File: src/core_timing_defs.vh
// Constants for the instruction timing sequencer and its opcode decoder.
// Assumes the includer holds one clock domain and 8-bit opcodes.
//
// Summary of operation
// - All execution is counted in system clocks, never in machine cycles.
// - By default an instruction takes as many clocks as code bytes.
// - A conditional branch not taken finishes one clock sooner than taken.
// - External-data moves reach only on-chip extended RAM or program flash.
// - Accumulator operation with bank register source: one byte, one clock.
// - Accumulator operation with indirect RAM source: one byte, two clocks.
// - Accumulator operation with direct or immediate source: two bytes, two.
// - AND, OR, XOR of immediate into direct byte: three bytes, three.
// - Increment or decrement of direct or indirect byte takes two clocks.
// - Clear, complement, rotates and swap of accumulator: one byte, one.
// - Code byte reads off data pointer or PC: one byte, three clocks.
// - All six external-data moves are one byte and three clocks.
// - Loading the data pointer with a constant: three bytes, three clocks.
// - Direct to direct, or immediate to direct, move: three bytes, three.
// - Accumulator to indirect RAM one byte; direct or immediate two; both two.
// - Indirect RAM to direct byte move: two bytes, two clocks.
// - Stack push and pop of a direct byte: two bytes, two clocks.
// - Low nibble exchange swaps bits 3 to 0 only; one byte, two clocks.
// - Direct byte into bank register: two bytes, two clocks.
// - Opcodes and addressing follow the standard 8051 set; only timing differs.
// - Relative target is next instruction address plus signed 8-bit offset.
// - The undefined opcode behaves exactly like the no-operation opcode.
// - Bank register operand selects one of eight in the active bank.

`ifndef CORE_TIMING_DEFS_VH
`define CORE_TIMING_DEFS_VH

// Instruction lengths in code bytes
`define LEN1 2'h1
`define LEN2 2'h2
`define LEN3 2'h3

// Execution times in system clocks
`define CYC1 4'h1
`define CYC2 4'h2
`define CYC3 4'h3
`define CYC4 4'h4
`define CYC5 4'h5
`define CYC8 4'h8

// Remaining-cycle counter values
`define CNT_ZERO 4'h0
`define CNT_ONE  4'h1

// Opcode field positions
`define OPC_BANK_FLAG 3
`define OPC_IX_BIT    0
`define OPC_EXT_WR    4
`define REL_SIGN      7

// Undefined opcode that runs as a no-operation
`define OPC_UNDEF 8'ha5

`endif

File: src/opcode_timing_decode.v
// Opcode decoder: code bytes, clocks and external-move class per opcode.
// Assumes a purely combinational use by the sequencer on the same clock.
`timescale 1ns/100ps

`include "core_timing_defs.vh"

module opcode_timing_decode
(
   // Opcode in
   input  wire [7:0] opcode,
   // Decoded timing
   output reg  [1:0] len,
   output reg  [3:0] cyc,
   output reg        is_cond,
   // External data move class
   output reg        is_ext,
   output reg        ext_wr,
   output reg        ext_dp16
);

   always @*
   begin
      len      = `LEN1;
      cyc      = `CYC1;
      is_cond  = 1'b0;
      is_ext   = 1'b0;
      ext_wr   = opcode[`OPC_EXT_WR];
      ext_dp16 = 1'b0;
      if (opcode[`OPC_BANK_FLAG])
      begin
         case (opcode[7:4])
            4'h7, 4'h8, 4'ha :
            begin
               len = `LEN2;
               cyc = `CYC2;
            end
            4'hb :
            begin
               len     = `LEN3;
               cyc     = `CYC3;
               is_cond = 1'b1;
            end
            4'hd :
            begin
               len     = `LEN2;
               cyc     = `CYC2;
               is_cond = 1'b1;
            end
            default : ;
         endcase
      end
      else if (opcode[3:1] == 3'h3)
      begin
         cyc = `CYC2;
         case (opcode[7:4])
            4'h7, 4'h8, 4'ha : len = `LEN2;
            4'hb :
            begin
               len     = `LEN3;
               cyc     = `CYC4;
               is_cond = 1'b1;
            end
            default : ;
         endcase
      end
      else
      begin
         case (opcode[3:0])
            4'h5 :
            begin
               len = `LEN2;
               cyc = `CYC2;
               case (opcode[7:4])
                  4'h7, 4'h8 :
                  begin
                     len = `LEN3;
                     cyc = `CYC3;
                  end
                  4'ha :
                  begin
                     len = `LEN1;
                     cyc = `CYC1;
                  end
                  4'hb, 4'hd :
                  begin
                     len     = `LEN3;
                     cyc     = `CYC3;
                     is_cond = 1'b1;
                  end
                  default : ;
               endcase
            end
            4'h4 :
            begin
               case (opcode[7:4])
                  4'h2, 4'h3, 4'h4, 4'h5, 4'h6, 4'h7, 4'h9 :
                  begin
                     len = `LEN2;
                     cyc = `CYC2;
                  end
                  4'h8 : cyc = `CYC8;
                  4'ha : cyc = `CYC4;
                  4'hb :
                  begin
                     len     = `LEN3;
                     cyc     = `CYC3;
                     is_cond = 1'b1;
                  end
                  default : ;
               endcase
            end
            4'h3 :
            begin
               case (opcode[7:4])
                  4'h4, 4'h5, 4'h6 :
                  begin
                     len = `LEN3;
                     cyc = `CYC3;
                  end
                  4'h7, 4'h8, 4'h9 : cyc = `CYC3;
                  4'he, 4'hf :
                  begin
                     cyc    = `CYC3;
                     is_ext = 1'b1;
                  end
                  default : ;
               endcase
            end
            4'h2 :
            begin
               len = `LEN2;
               cyc = `CYC2;
               case (opcode[7:4])
                  4'h0, 4'h1 :
                  begin
                     len = `LEN3;
                     cyc = `CYC4;
                  end
                  4'h2, 4'h3 :
                  begin
                     len = `LEN1;
                     cyc = `CYC5;
                  end
                  4'he, 4'hf :
                  begin
                     len    = `LEN1;
                     cyc    = `CYC3;
                     is_ext = 1'b1;
                  end
                  default : ;
               endcase
            end
            4'h1 :
            begin
               len = `LEN2;
               cyc = `CYC3;
            end
            default :
            begin
               case (opcode[7:4])
                  4'h1, 4'h2, 4'h3 :
                  begin
                     len     = `LEN3;
                     cyc     = `CYC3;
                     is_cond = 1'b1;
                  end
                  4'h4, 4'h5, 4'h6, 4'h7 :
                  begin
                     len     = `LEN2;
                     cyc     = `CYC2;
                     is_cond = 1'b1;
                  end
                  4'h8 :
                  begin
                     len = `LEN2;
                     cyc = `CYC3;
                  end
                  4'h9 :
                  begin
                     len = `LEN3;
                     cyc = `CYC3;
                  end
                  4'ha, 4'hb, 4'hc, 4'hd :
                  begin
                     len = `LEN2;
                     cyc = `CYC2;
                  end
                  4'he, 4'hf :
                  begin
                     cyc      = `CYC3;
                     is_ext   = 1'b1;
                     ext_dp16 = 1'b1;
                  end
                  default : ;
               endcase
            end
         endcase
      end
   end

endmodule

File: src/cycle_exact_core_timing.v
// Instruction timing sequencer for a pipelined 8-bit core.
// Assumes all inputs come from core logic on ref_clk; opcode, pc, offset,
// condition and operand values are valid together with op_valid.
`timescale 1ns/100ps

`include "core_timing_defs.vh"

module cycle_exact_core_timing
(
   // Clock and reset
   input  wire        ref_clk,
   input  wire        arst_n,
   // Instruction issue
   input  wire        op_valid,
   input  wire [7:0]  opcode,
   input  wire [15:0] op_pc,
   input  wire [7:0]  rel_offset,
   input  wire        cond_true,
   output wire        op_ready,
   // Core context
   input  wire [1:0]  reg_bank,
   input  wire        flash_sel,
   input  wire [7:0]  eram_page,
   input  wire [15:0] data_pointer16,
   input  wire [7:0]  ix_value,
   input  wire [7:0]  acc_value,
   input  wire [7:0]  ind_ram_value,
   // Execution status
   output wire        busy,
   output reg         instr_done_q,
   output reg  [7:0]  cur_opcode_q,
   output reg  [1:0]  cur_len_q,
   output reg  [3:0]  cur_cycles_q,
   output reg         cur_taken_q,
   // Program flow
   output reg  [15:0] next_pc_q,
   output reg  [15:0] branch_target_q,
   // Register bank addressing
   output reg  [7:0]  bank_reg_addr_q,
   // External data move
   output reg         ext_req_q,
   output reg         ext_wr_q,
   output reg  [15:0] ext_addr_q,
   output reg         ext_to_flash_q,
   output reg         ext_to_eram_q,
   // Low nibble exchange results
   output reg  [7:0]  nibx_acc_q,
   output reg  [7:0]  nibx_ram_q,
   // Activity counters
   output reg  [15:0] retired_count_q,
   output reg  [15:0] cycle_count_q
);

   ////////////////////////////////////////////////////////////////////////
   // States and functions

   localparam ST_IDLE = 1'b0;
   localparam ST_EXEC = 1'b1;

   // Internal RAM address of register idx in the selected bank
   function [7:0] bank_addr;
      input [1:0] bank;
      input [2:0] idx;
      begin
         bank_addr = {3'h0, bank, idx};
      end
   endfunction

   ////////////////////////////////////////////////////////////////////////
   // Declarations

   wire [1:0]  dec_len;
   wire [3:0]  dec_cyc;
   wire        dec_cond;
   wire        dec_ext;
   wire        dec_ext_wr;
   wire        dec_ext_dp16;
   wire        fire;
   wire        taken;
   wire [3:0]  cyc_eff;
   wire [15:0] pc_after;
   wire [15:0] rel_sext;
   wire        is_bank_op;
   wire        is_ind_op;

   reg         state_q;
   reg         state_d;
   reg  [3:0]  cnt_q;
   reg  [3:0]  cnt_d;
   reg         done_d;
   reg  [7:0]  bank_addr_d;

   ////////////////////////////////////////////////////////////////////////
   // Opcode decode

   opcode_timing_decode u_decode
   (
      .opcode   (opcode),
      .len      (dec_len),
      .cyc      (dec_cyc),
      .is_cond  (dec_cond),
      .is_ext   (dec_ext),
      .ext_wr   (dec_ext_wr),
      .ext_dp16 (dec_ext_dp16)
   );

   ////////////////////////////////////////////////////////////////////////
   // Issue and cycle accounting

   // One instruction at a time; a new one is taken once the count is spent
   assign op_ready = (state_q == ST_IDLE);
   assign fire     = op_valid & op_ready;
   assign busy     = (state_q == ST_EXEC);

   // Taken branch costs one clock more than the not-taken path
   assign taken   = dec_cond & cond_true;
   assign cyc_eff = dec_cyc + {3'h0, taken};

   always @*
   begin
      state_d = state_q;
      cnt_d   = cnt_q;
      done_d  = 1'b0;
      case (state_q)
         ST_IDLE :
         begin
            if (fire)
            begin
               // Counter holds the clocks left after the issue clock
               cnt_d = cyc_eff - `CNT_ONE;
               if (cyc_eff == `CNT_ONE)
               begin
                  done_d = 1'b1;
               end
               else
               begin
                  state_d = ST_EXEC;
               end
            end
         end
         ST_EXEC :
         begin
            cnt_d = cnt_q - `CNT_ONE;
            if (cnt_q == `CNT_ONE)
            begin
               state_d = ST_IDLE;
               done_d  = 1'b1;
            end
         end
         default :
         begin
            state_d = ST_IDLE;
            cnt_d   = `CNT_ZERO;
         end
      endcase
   end

   always @(posedge ref_clk or negedge arst_n)
   begin
      if (!arst_n)
      begin
         state_q      <= ST_IDLE;
         cnt_q        <= `CNT_ZERO;
         instr_done_q <= 1'b0;
      end
      else
      begin
         state_q      <= state_d;
         cnt_q        <= cnt_d;
         instr_done_q <= done_d;
      end
   end

   ////////////////////////////////////////////////////////////////////////
   // Current instruction record

   always @(posedge ref_clk or negedge arst_n)
   begin
      if (!arst_n)
      begin
         cur_opcode_q <= 8'h00;
         cur_len_q    <= 2'h0;
         cur_cycles_q <= 4'h0;
         cur_taken_q  <= 1'b0;
      end
      else if (fire)
      begin
         // The undefined opcode is recorded as its no-operation timing
         cur_opcode_q <= opcode;
         cur_len_q    <= dec_len;
         cur_cycles_q <= cyc_eff;
         cur_taken_q  <= taken;
      end
   end

   ////////////////////////////////////////////////////////////////////////
   // Program flow

   assign pc_after = op_pc + {14'h0000, dec_len};
   assign rel_sext = {{8{rel_offset[`REL_SIGN]}}, rel_offset};

   always @(posedge ref_clk or negedge arst_n)
   begin
      if (!arst_n)
      begin
         next_pc_q       <= 16'h0000;
         branch_target_q <= 16'h0000;
      end
      else if (fire)
      begin
         next_pc_q       <= pc_after;
         // Offset counts from the first byte of the following instruction
         branch_target_q <= pc_after + rel_sext;
      end
   end

   ////////////////////////////////////////////////////////////////////////
   // Register bank addressing

   assign is_bank_op = opcode[`OPC_BANK_FLAG];
   assign is_ind_op  = (opcode[3:1] == 3'h3) |
                       (dec_ext & ~dec_ext_dp16);

   always @*
   begin
      bank_addr_d = bank_reg_addr_q;
      if (is_bank_op)
      begin
         bank_addr_d = bank_addr(reg_bank, opcode[2:0]);
      end
      else if (is_ind_op)
      begin
         // Index register is R0 or R1 of the active bank
         bank_addr_d = bank_addr(reg_bank,
                                 {2'h0, opcode[`OPC_IX_BIT]});
      end
   end

   always @(posedge ref_clk or negedge arst_n)
   begin
      if (!arst_n)
      begin
         bank_reg_addr_q <= 8'h00;
      end
      else if (fire)
      begin
         bank_reg_addr_q <= bank_addr_d;
      end
   end

   ////////////////////////////////////////////////////////////////////////
   // External data move routing

   // Only on-chip targets exist: flash when selected, otherwise extended RAM
   always @(posedge ref_clk or negedge arst_n)
   begin
      if (!arst_n)
      begin
         ext_req_q      <= 1'b0;
         ext_wr_q       <= 1'b0;
         ext_addr_q     <= 16'h0000;
         ext_to_flash_q <= 1'b0;
         ext_to_eram_q  <= 1'b0;
      end
      else
      begin
         ext_req_q      <= fire & dec_ext;
         ext_to_flash_q <= fire & dec_ext & flash_sel;
         ext_to_eram_q  <= fire & dec_ext & ~flash_sel;
         if (fire & dec_ext)
         begin
            ext_wr_q <= dec_ext_wr;
            if (dec_ext_dp16)
            begin
               ext_addr_q <= data_pointer16;
            end
            else
            begin
               ext_addr_q <= {eram_page, ix_value};
            end
         end
      end
   end

   ////////////////////////////////////////////////////////////////////////
   // Low nibble exchange

   always @(posedge ref_clk or negedge arst_n)
   begin
      if (!arst_n)
      begin
         nibx_acc_q <= 8'h00;
         nibx_ram_q <= 8'h00;
      end
      else if (fire & (opcode[7:1] == 7'h6b))
      begin
         // Upper nibbles stay with their owners
         nibx_acc_q <= {acc_value[7:4], ind_ram_value[3:0]};
         nibx_ram_q <= {ind_ram_value[7:4], acc_value[3:0]};
      end
   end

   ////////////////////////////////////////////////////////////////////////
   // Activity counters

   always @(posedge ref_clk or negedge arst_n)
   begin
      if (!arst_n)
      begin
         retired_count_q <= 16'h0000;
         cycle_count_q   <= 16'h0000;
      end
      else
      begin
         if (done_d)
         begin
            retired_count_q <= retired_count_q + 16'h0001;
         end
         if (fire | busy)
         begin
            cycle_count_q <= cycle_count_q + 16'h0001;
         end
      end
   end

endmodule

File: config.mk
export PLATFORM = sky130hd
export DESIGN_NAME = cycle_exact_core_timing
export DESIGN_NICKNAME = d
export VERILOG_FILES = /design/src/opcode_timing_decode.v /design/src/cycle_exact_core_timing.v
export VERILOG_INCLUDE_DIRS = /design/src
export SDC_FILE = /design/constraint.sdc
export NUM_CORES = 1
export LEC_CHECK = 0
export BUFFER_PORTS_ARGS = -buffer_cell sky130_fd_sc_hd__buf_2
export CAP_MARGIN = 20
export CELL_PAD_IN_SITES_DETAIL_PLACEMENT = 2
export CELL_PAD_IN_SITES_GLOBAL_PLACEMENT = 2
export CORE_MARGIN = 2
export CORE_UTILIZATION = 33
export CTS_CLUSTER_DIAMETER = 200
export DETAILED_ROUTE_END_ITERATION = 7
export PLACE_DENSITY_LB_ADDON = 0.1
export SLEW_MARGIN = 20
export SYNTH_ARGS = -nofsm -noshare
export SYNTH_HDL_FRONTEND = slang
export SYNTH_SLANG_ARGS = --single-unit
File: constraint.sdc
create_clock -name ref_clk -period 3.9 [get_ports ref_clk]
set_clock_uncertainty 0.05 [all_clocks]
set_input_delay 0.585 -clock ref_clk [delete_from_list [all_inputs] [get_ports ref_clk]]
set_output_delay 0.585 -clock ref_clk [all_outputs]
set_load 0.01 [all_outputs]
==> flow_summary.yaml, run 1 <==
detailed_routing:
  avgRoutedWirePerCell_um: 20.7
  drt_drc_violations_left: 0
  avgViaCountPerCell: 5.17
  ant_nets: 0
  via_count: 6731
  drt_first_pass_iters: 5
  dr.first_iter.drc_count: 201
  detail_route.wirelength_um: 27000
critical_path:
  worst_setup_path_end_kind: "flop"
  crit-reg2reg-launch: "busy$_DFF_PN0_"
  critical_path_required_ps: 4120
  timing.reg2reg.setup_slack_ps: 1560
  cp_data_arrival_time_ps: 4250
  worstSetupStartpointType: "primary input"
  worst-path-max-fanout: 6
  crit_end: "branch_target_q[11]$_DFFE_PN0P_"
  worst-setup-path-type: "in2reg"
  reg2reg_capture_point: "nibx_acc_q[7]$_DFFE_PN0P_"
  reg2regPathDepth: 6
  worstSetupStartpoint: "opcode[7]"
layout:
  antenna_cells_inserted: 0
  drive_above_1_share: 0.432
  synthToLayoutAreaGrowth_pct: 44.9
  fin_util: 0.484
  total_nets_final: 1129
synth:
  synth.avg_cell_area_um2: 9.74
  count_of_flip_flops_with_a_built_in_enable_after_synthesis: 0
  syn_inst: 714
  synth.largest_area_cell: "sky130_fd_sc_hd__dfrtp_1"
  synthTopCellsByArea: "sky130_fd_sc_hd__dfrtp_1 45%, sky130_fd_sc_hd__nand2_1 7.2%, sky130_fd_sc_hd__xnor2_1 4.8%"
  synth-seq-cells: 126
  yosys.cell_types.count: 72
  postSynth.asyncResetShare: 1.00
  synth_area_um2: 6960
  synth-main-ff-cell: "sky130_fd_sc_hd__dfrtp_1"
  area_share_of_the_largest_cell_type_after_synthesis: 0.453
  yosysWarningCount: 0
  yosysSeqAreaShare: 0.453
clock_network:
  clock_tree.buffer_depth: 2
  root_buffer: "sky130_fd_sc_hd__clkbuf_16"
  cts.sink_count: 126
  cts_hold_repair.buffers: 0
  clock_transition_at_the_registers_of_the_reported_paths_ps: 60
  htreeDepth: 4
  clk-insertion-delay-late_ps: 440
  tritoncts: "yes"
  cts_inserted_buffers: 17
timing:
  worst_pin_slew_ps: 942
  relSlewSlack: 0.371
  setup_repair_after_global_routing_missed_its_margin: "true"
  clock.fmax_mhz: 248
  drv_slew: 0
  timing.final.crit_share: 1.03
  fin_worst_hold_slack_ps: 159
  worst_slack_ps: -125
  post-route-min-period_ps: 4030
  setup_viol: 8
  hold_violations: 0
placed_design:
  dp_hpwl_um: 18600
  placement.io_buffers: 209
  place_congestion: 0.889
die:
  starting_density_of_the_core: 0.334
  die_height_um: 149
  die-area_um2: 22300
  io-pin-count: 213
  core.rowCount: 53
  fp.coreArea_um2: 20800
  chipWidth_um: 149
job:
  drv.max_cap_violation_count: 0
global_route:
  pin_count_of_the_biggest_net_entering_global_routing: 70
  grt_first_pass_wirelength_um: 40800
  overflow: 0
  antenna_violations_before_repair: 0
  vias_in_the_first_global_route: 7455
  overall_routing_resource_usage: 0.235
power:
  power_frac_comb: 0.353
  sequentialPowerShare: 0.354
  clock_power_share: 0.292
  ir_worst_vdd_mv: 0.291
  p_leak_nw: 5.16
  p_switching_w: 0.00211
  power.switching_fraction: 0.381
  power-per-cell-area_nw_per_um2: 549
  internal-power_w: 0.00343
run_status:
  failing_checks: "negative setup slack"
  run_status: "finished, violations left"
worst_hold_path:
  min_path_type: "in2async"
critical path, stage by stage:
cell                       delay [ps]
sky130_fd_sc_hd__buf_12           110
sky130_fd_sc_hd__nand3b_1         160
sky130_fd_sc_hd__a21bo_2          240
sky130_fd_sc_hd__nand2_2           80
sky130_fd_sc_hd__a31oi_4          100
sky130_fd_sc_hd__a211oi_2         270
sky130_fd_sc_hd__ha_2             240
sky130_fd_sc_hd__inv_2             50
sky130_fd_sc_hd__fa_2             430
sky130_fd_sc_hd__nor2_4           160
sky130_fd_sc_hd__nand3_4          140
sky130_fd_sc_hd__nor2_4           220
sky130_fd_sc_hd__xor2_4           270
sky130_fd_sc_hd__ha_4             220
sky130_fd_sc_hd__nand2_4           80
sky130_fd_sc_hd__buf_12           130
sky130_fd_sc_hd__o21ai_4          180
sky130_fd_sc_hd__a21oi_2           70
sky130_fd_sc_hd__a21oi_2          230
sky130_fd_sc_hd__xnor2_1          140
sky130_fd_sc_hd__o21ai_0          110
routing by layer:
metal	wire length [um]	track usage	vias to the layer above	part of all wire
li1	-	-	3098	-
met1	10700	0.274	3438	0.40
met2	14700	0.431	167	0.54
met3	1160	0.0471	28	0.043
met4	403	0.0795	0	0.015
met5	0	0	-	0
cells by family after synthesis:
logic type	after synthesis	synth area share
AO/OA/AOI/OAI	148	0.138
flip-flops	126	0.453
other	1	0.000539
buffers and inverters	55	0.0360
XOR/XNOR	59	0.0765
multiplexers	42	0.0666
adder cells (fa/ha/maj)	27	0.0507
AND/OR/NAND/NOR	256	0.178
through the flow:
| stage | cells | area [um2] | power (W) | setup WS (ps) | TNS, ps |
|---|---|---|---|---|---|
| finish | 1303 | 10100 | 0.00554 | -125 | -546 |
| global route | 1303 | 10100 | 0.00589 | -312 | -2090 |
| CTS | 1290 | 9740 | 0.00554 | -9.56 | -16.4 |
| detailed placement | 1256 | 9030 | 0.00384 | -833 | -9290 |
| global placement | 1256 | 9030 | 0.00372 | -677 | -6490 |
| floorplan | 716 | 7130 | 0.00293 | -40.9 | -59.9 |
registers in the layout, indices dropped and copies added, names as in the netlist, 8 cells and up:
register,flops
cycle_count_q,16
nibx_acc_q,8
cur_opcode_q,8
nibx_ram_q,8
next_pc_q,16
ext_addr_q,16
branch_target_q,16
retired_count_q,16
layout make-up:
cell class                 instances  area (um2)
clock inverter                    14         148
fill                            2226       10700
tap                              275         344
timing repair buffer             316        1950
sequential                       126        3150
clock buffer                      18         439
inverter                          19        71.3
multi-input combinational        535        3980
how the worst min path moves through the flow:
stage	startpoint	end	slack [ps]	depth (start not counted)
after floorplan	arst_n	bank_reg_addr_q[0]$_DFFE_PN0P_	240	0
after global placement	bank_reg_addr_q[3]$_DFFE_PN0P_	bank_reg_addr_q[3]$_DFFE_PN0P_	400	2
after detailed placement	bank_reg_addr_q[0]$_DFFE_PN0P_	bank_reg_addr_q[0]$_DFFE_PN0P_	410	2
after CTS	arst_n	ext_addr_q[3]$_DFFE_PN0P_	180	1
after global routing	arst_n	ext_addr_q[4]$_DFFE_PN0P_	210	1
final	arst_n	ext_addr_q[3]$_DFFE_PN0P_	160	1
cell usage in the layout (no fill, tap or decap), types with 5 or more instances in the layout:
master / synthesis / layout
sky130_fd_sc_hd__mux2i_1: 17 / 17
sky130_fd_sc_hd__a21oi_1: 23 / 13
sky130_fd_sc_hd__nand3_1: 15 / 13
sky130_fd_sc_hd__ha_1: 25 / 18
sky130_fd_sc_hd__and2_1: 8 / 7
sky130_fd_sc_hd__nand2b_1: 6 / 5
sky130_fd_sc_hd__o211ai_1: 5 / 5
sky130_fd_sc_hd__buf_4: 6 / 103
sky130_fd_sc_hd__ha_4: 0 / 5
sky130_fd_sc_hd__buf_2: 5 / 204
sky130_fd_sc_hd__nor3_1: 13 / 9
sky130_fd_sc_hd__inv_1: 18 / 17
sky130_fd_sc_hd__a21oi_2: 0 / 7
sky130_fd_sc_hd__o2111ai_1: 8 / 8
sky130_fd_sc_hd__dfrtp_1: 126 / 126
sky130_fd_sc_hd__and4_1: 7 / 7
sky130_fd_sc_hd__xnor2_1: 38 / 35
sky130_fd_sc_hd__o21ai_0: 54 / 44
sky130_fd_sc_hd__a21o_1: 6 / 6
sky130_fd_sc_hd__o21a_1: 6 / 6
sky130_fd_sc_hd__and3_1: 11 / 11
sky130_fd_sc_hd__nor2_2: 0 / 5
sky130_fd_sc_hd__mux2_2: 24 / 24
sky130_fd_sc_hd__o21ai_1: 3 / 9
sky130_fd_sc_hd__nand2_1: 133 / 129
sky130_fd_sc_hd__nor2_1: 29 / 21
sky130_fd_sc_hd__nand4_1: 8 / 8
sky130_fd_sc_hd__xor2_1: 20 / 16
sky130_fd_sc_hd__clkbuf_16: 0 / 18
power by group through the flow:
stage / clock [W] / combinational (W) / sequential, W
global route: 0.00171 / 0.00216 / 0.00202
floorplan: 0 / 0.000835 / 0.00210
CTS: 0.00165 / 0.00192 / 0.00196
finish: 0.00162 / 0.00196 / 0.00196
detailed placement: 0 / 0.00186 / 0.00198
global placement: 0 / 0.00177 / 0.00195
synth_stat cells (3+ instances only):
master / n
sky130_fd_sc_hd__a211oi_1: 5
sky130_fd_sc_hd__xnor2_1: 38
sky130_fd_sc_hd__buf_2: 5
sky130_fd_sc_hd__dfrtp_1: 126
sky130_fd_sc_hd__a221oi_1: 3
sky130_fd_sc_hd__a2111oi_0: 3
sky130_fd_sc_hd__ha_1: 25
sky130_fd_sc_hd__nand2b_1: 6
sky130_fd_sc_hd__and3_1: 11
sky130_fd_sc_hd__a31oi_1: 4
sky130_fd_sc_hd__o2111ai_1: 8
sky130_fd_sc_hd__nor3_1: 13
sky130_fd_sc_hd__a21o_1: 6
sky130_fd_sc_hd__mux2i_1: 17
sky130_fd_sc_hd__nand2_1: 133
sky130_fd_sc_hd__nand4_1: 8
sky130_fd_sc_hd__nand3_1: 15
sky130_fd_sc_hd__and4_1: 7
sky130_fd_sc_hd__o211ai_1: 5
sky130_fd_sc_hd__xor2_1: 20
sky130_fd_sc_hd__o21bai_1: 4
sky130_fd_sc_hd__inv_1: 18
sky130_fd_sc_hd__o21ai_0: 54
sky130_fd_sc_hd__a211o_1: 3
sky130_fd_sc_hd__mux2_2: 24
sky130_fd_sc_hd__o21a_1: 6
sky130_fd_sc_hd__buf_4: 6
sky130_fd_sc_hd__a21oi_1: 23
sky130_fd_sc_hd__clkbuf_1: 22
sky130_fd_sc_hd__nor2b_1: 4
sky130_fd_sc_hd__nand3b_1: 3
sky130_fd_sc_hd__o21ai_1: 3
sky130_fd_sc_hd__and2_1: 8
sky130_fd_sc_hd__nor2_1: 29
what timing repair did:
action / in CTS / in global routing
endpoints found under the setup margin: 10 / 10
gates cloned: 0 / 1
setup buffers: 2 / 12
gates resized for setup: 23 / 42
pin swaps: 8 / 25
Power figures use the tool's default switching activity.
==> run 2, diff against run 1 <==
CORE_UTILIZATION = 34   (was 33)
CTS_BUF_LIST = sky130_fd_sc_hd__clkbuf_4   (was unset)
==> run 2 against run 1 <==
Against the previous run: the run now ends clean; die area shrank 2.9%; sequential cell count did not move; power fell by 13%; via count is 2.0% lower; clock power is 40% lower; register-to-register slack got worse by 500 ps; critical endpoint is now branch_target_q[14]$_DFFE_PN0P_; highest routed layer unchanged.
==> flow_summary.yaml, run 2 (synthesis gave the netlist of run 1 again) <==
die:
  starting_density_of_the_core: 0.345
  core.rowCount: 52
  chipWidth_um: 147
  io-pin-count: 213
  die_height_um: 147
  die-area_um2: 21600
  fp.coreArea_um2: 20200
timing:
  worst_pin_slew_ps: 1040
  worst_slack_ps: 35.0
  hold_violations: 0
  setup_viol: 0
  setup_repair_after_global_routing_missed_its_margin: "true"
  post-route-min-period_ps: 3860
  timing.final.crit_share: 0.991
  drv_slew: 0
  relSlewSlack: 0.304
  clock.fmax_mhz: 259
critical_path:
  path_cells: "clkbuf_4 > or3b_4 > a221oi_2 > a21oi_1 > a211oi_2 > o21ai_2 > buf_4 > fa_2 > nor2_4 > nand3_4 > nor2_4 > xor2_2 > ha_4 > o21ai_1 > a21oi_1 > o21ai_1 > or3_1 > a31oi_1"
  cp_data_arrival_time_ps: 4300
  critical-path-max-stage-delay_ps: 420
  worst_setup_path_end_kind: "flop"
  reg2reg_capture_point: "nibx_acc_q[2]$_DFFE_PN0P_"
  timing.critical_path.slowest_stage_cell: "sky130_fd_sc_hd__or3b_4"
  timing.reg2reg.setup_slack_ps: 1060
  worst-path-max-fanout: 6
  crit-reg2reg-launch: "busy$_DFF_PN0_"
  worstSetupStartpointType: "primary input"
  critical_path_required_ps: 4330
  reg2regPathDepth: 5
  worst-setup-path-type: "in2reg"
placed_design:
  place_congestion: 0.836
  placement.io_buffers: 209
  dp_worst_setup_slack_ps: -802
  cell_count_after_placement: 1260
  dp_hpwl_um: 18400
clock_network:
  clk-insertion-delay-late_ps: 560
  cts.sink_count: 126
  clock_tree.buffer_depth: 2
  cts_inserted_buffers: 17
  clock_transition_at_the_registers_of_the_reported_paths_ps: 120
  htreeDepth: 4
  root_buffer: "sky130_fd_sc_hd__clkbuf_4"
  cts_hold_repair.buffers: 0
  tritoncts: "yes"
power:
  power-per-cell-area_nw_per_um2: 499
  p_leak_nw: 5.00
  ir_worst_vdd_mv: 0.254
detailed_routing:
  dr.first_iter.drc_count: 142
  ant_nets: 0
  via_count: 6595
  avgRoutedWirePerCell_um: 19.1
  avgViaCountPerCell: 5.08
  drt_drc_violations_left: 0
  detail_route.wirelength_um: 24700
  drt_first_pass_iters: 4
layout:
  mostFrequentLayoutCell: "sky130_fd_sc_hd__buf_2"
  total_nets_final: 1128
  highest_count_cells_in_the_layout_ignoring_fill_and_taps: "202 x sky130_fd_sc_hd__buf_2, 132 x sky130_fd_sc_hd__nand2_1, 126 x sky130_fd_sc_hd__dfrtp_1"
  fin_util: 0.479
  final_cells: 1298
  drive_above_1_share: 0.422
  synthToLayoutAreaGrowth_pct: 39.0
global_route:
  overflow: 0
  pin_count_of_the_biggest_net_entering_global_routing: 67
  vias_in_the_first_global_route: 7474
  grt_first_pass_wirelength_um: 39300
  overall_routing_resource_usage: 0.228
  antenna_violations_before_repair: 1
job:
  drv.max_cap_violation_count: 0
run_status:
  run_status: "completed"
worst_hold_path:
  min_path_type: "in2async"
[run 2: cell type report]
class                           count  area, um2
Clock buffer                       17        128
Sequential cell                   126       3150
Timing Repair Buffer              315       1910
Antenna cell                        1       2.50
Fill cell                        2199      10500
Inverter                           19       71.3
Multi-Input combinational cell    535       3900
Tap cell                          270        338
Clock inverter                     15        161
[run 2: worst max path at each step]
stage,cells past startpoint,from,slack [ps],end
after detailed placement,17,opcode[5],-800,branch_target_q[14]$_DFFE_PN0P_
after global placement,17,opcode[5],-510,branch_target_q[14]$_DFFE_PN0P_
after floorplan,21,opcode[7],-40,branch_target_q[15]$_DFFE_PN0P_
after global routing,21,opcode[4],-140,branch_target_q[15]$_DFFE_PN0P_
after CTS,21,opcode[5],40,branch_target_q[15]$_DFFE_PN0P_
final,18,opcode[2],40,branch_target_q[14]$_DFFE_PN0P_
[run 2: worst max-delay path, delay by kind of cell]
kind,cells,cell delay (ps)
simple gates,5,1290
xor+xnor,1,100
compound gates,8,1300
buf+inv,2,290
fa+ha+maj,2,700
[run 2: per-layer routing]
metal  wire length [um]  vias to the layer above  track usage
met2              13300                      150        0.424
met4                401                        0       0.0630
met1              10100                     3326        0.266
met3                910                       27       0.0469
li1                   -                     3092            -
met5                  0                        -            0
[run 2: metrics by stage]
step	TNS [ps]	cell area [um2]	hold WS, ps	power, W
after detailed placement	-13500	9120	404	0.00385
final	0	9670	54.7	0.00482
after floorplan	-59.9	7130	239	0.00293
after global placement	-7880	9120	395	0.00372
after global routing	-454	9670	72.9	0.00519
after CTS	0	9430	70.8	0.00484
[run 2: repair_timing]
item	in CTS	in global routing
setup endpoints to repair	6	9
pin swaps	0	19
gates resized for setup	8	39
setup buffers	0	6
[run 2: power by group]
group	leakage, nW	internal, W	switching (W)	total, W
Combinational	3.21	0.000812	0.00107	0.00189
Clock	0.151	0.000390	0.000576	0.000965
Sequential	1.64	0.00168	0.000286	0.00197
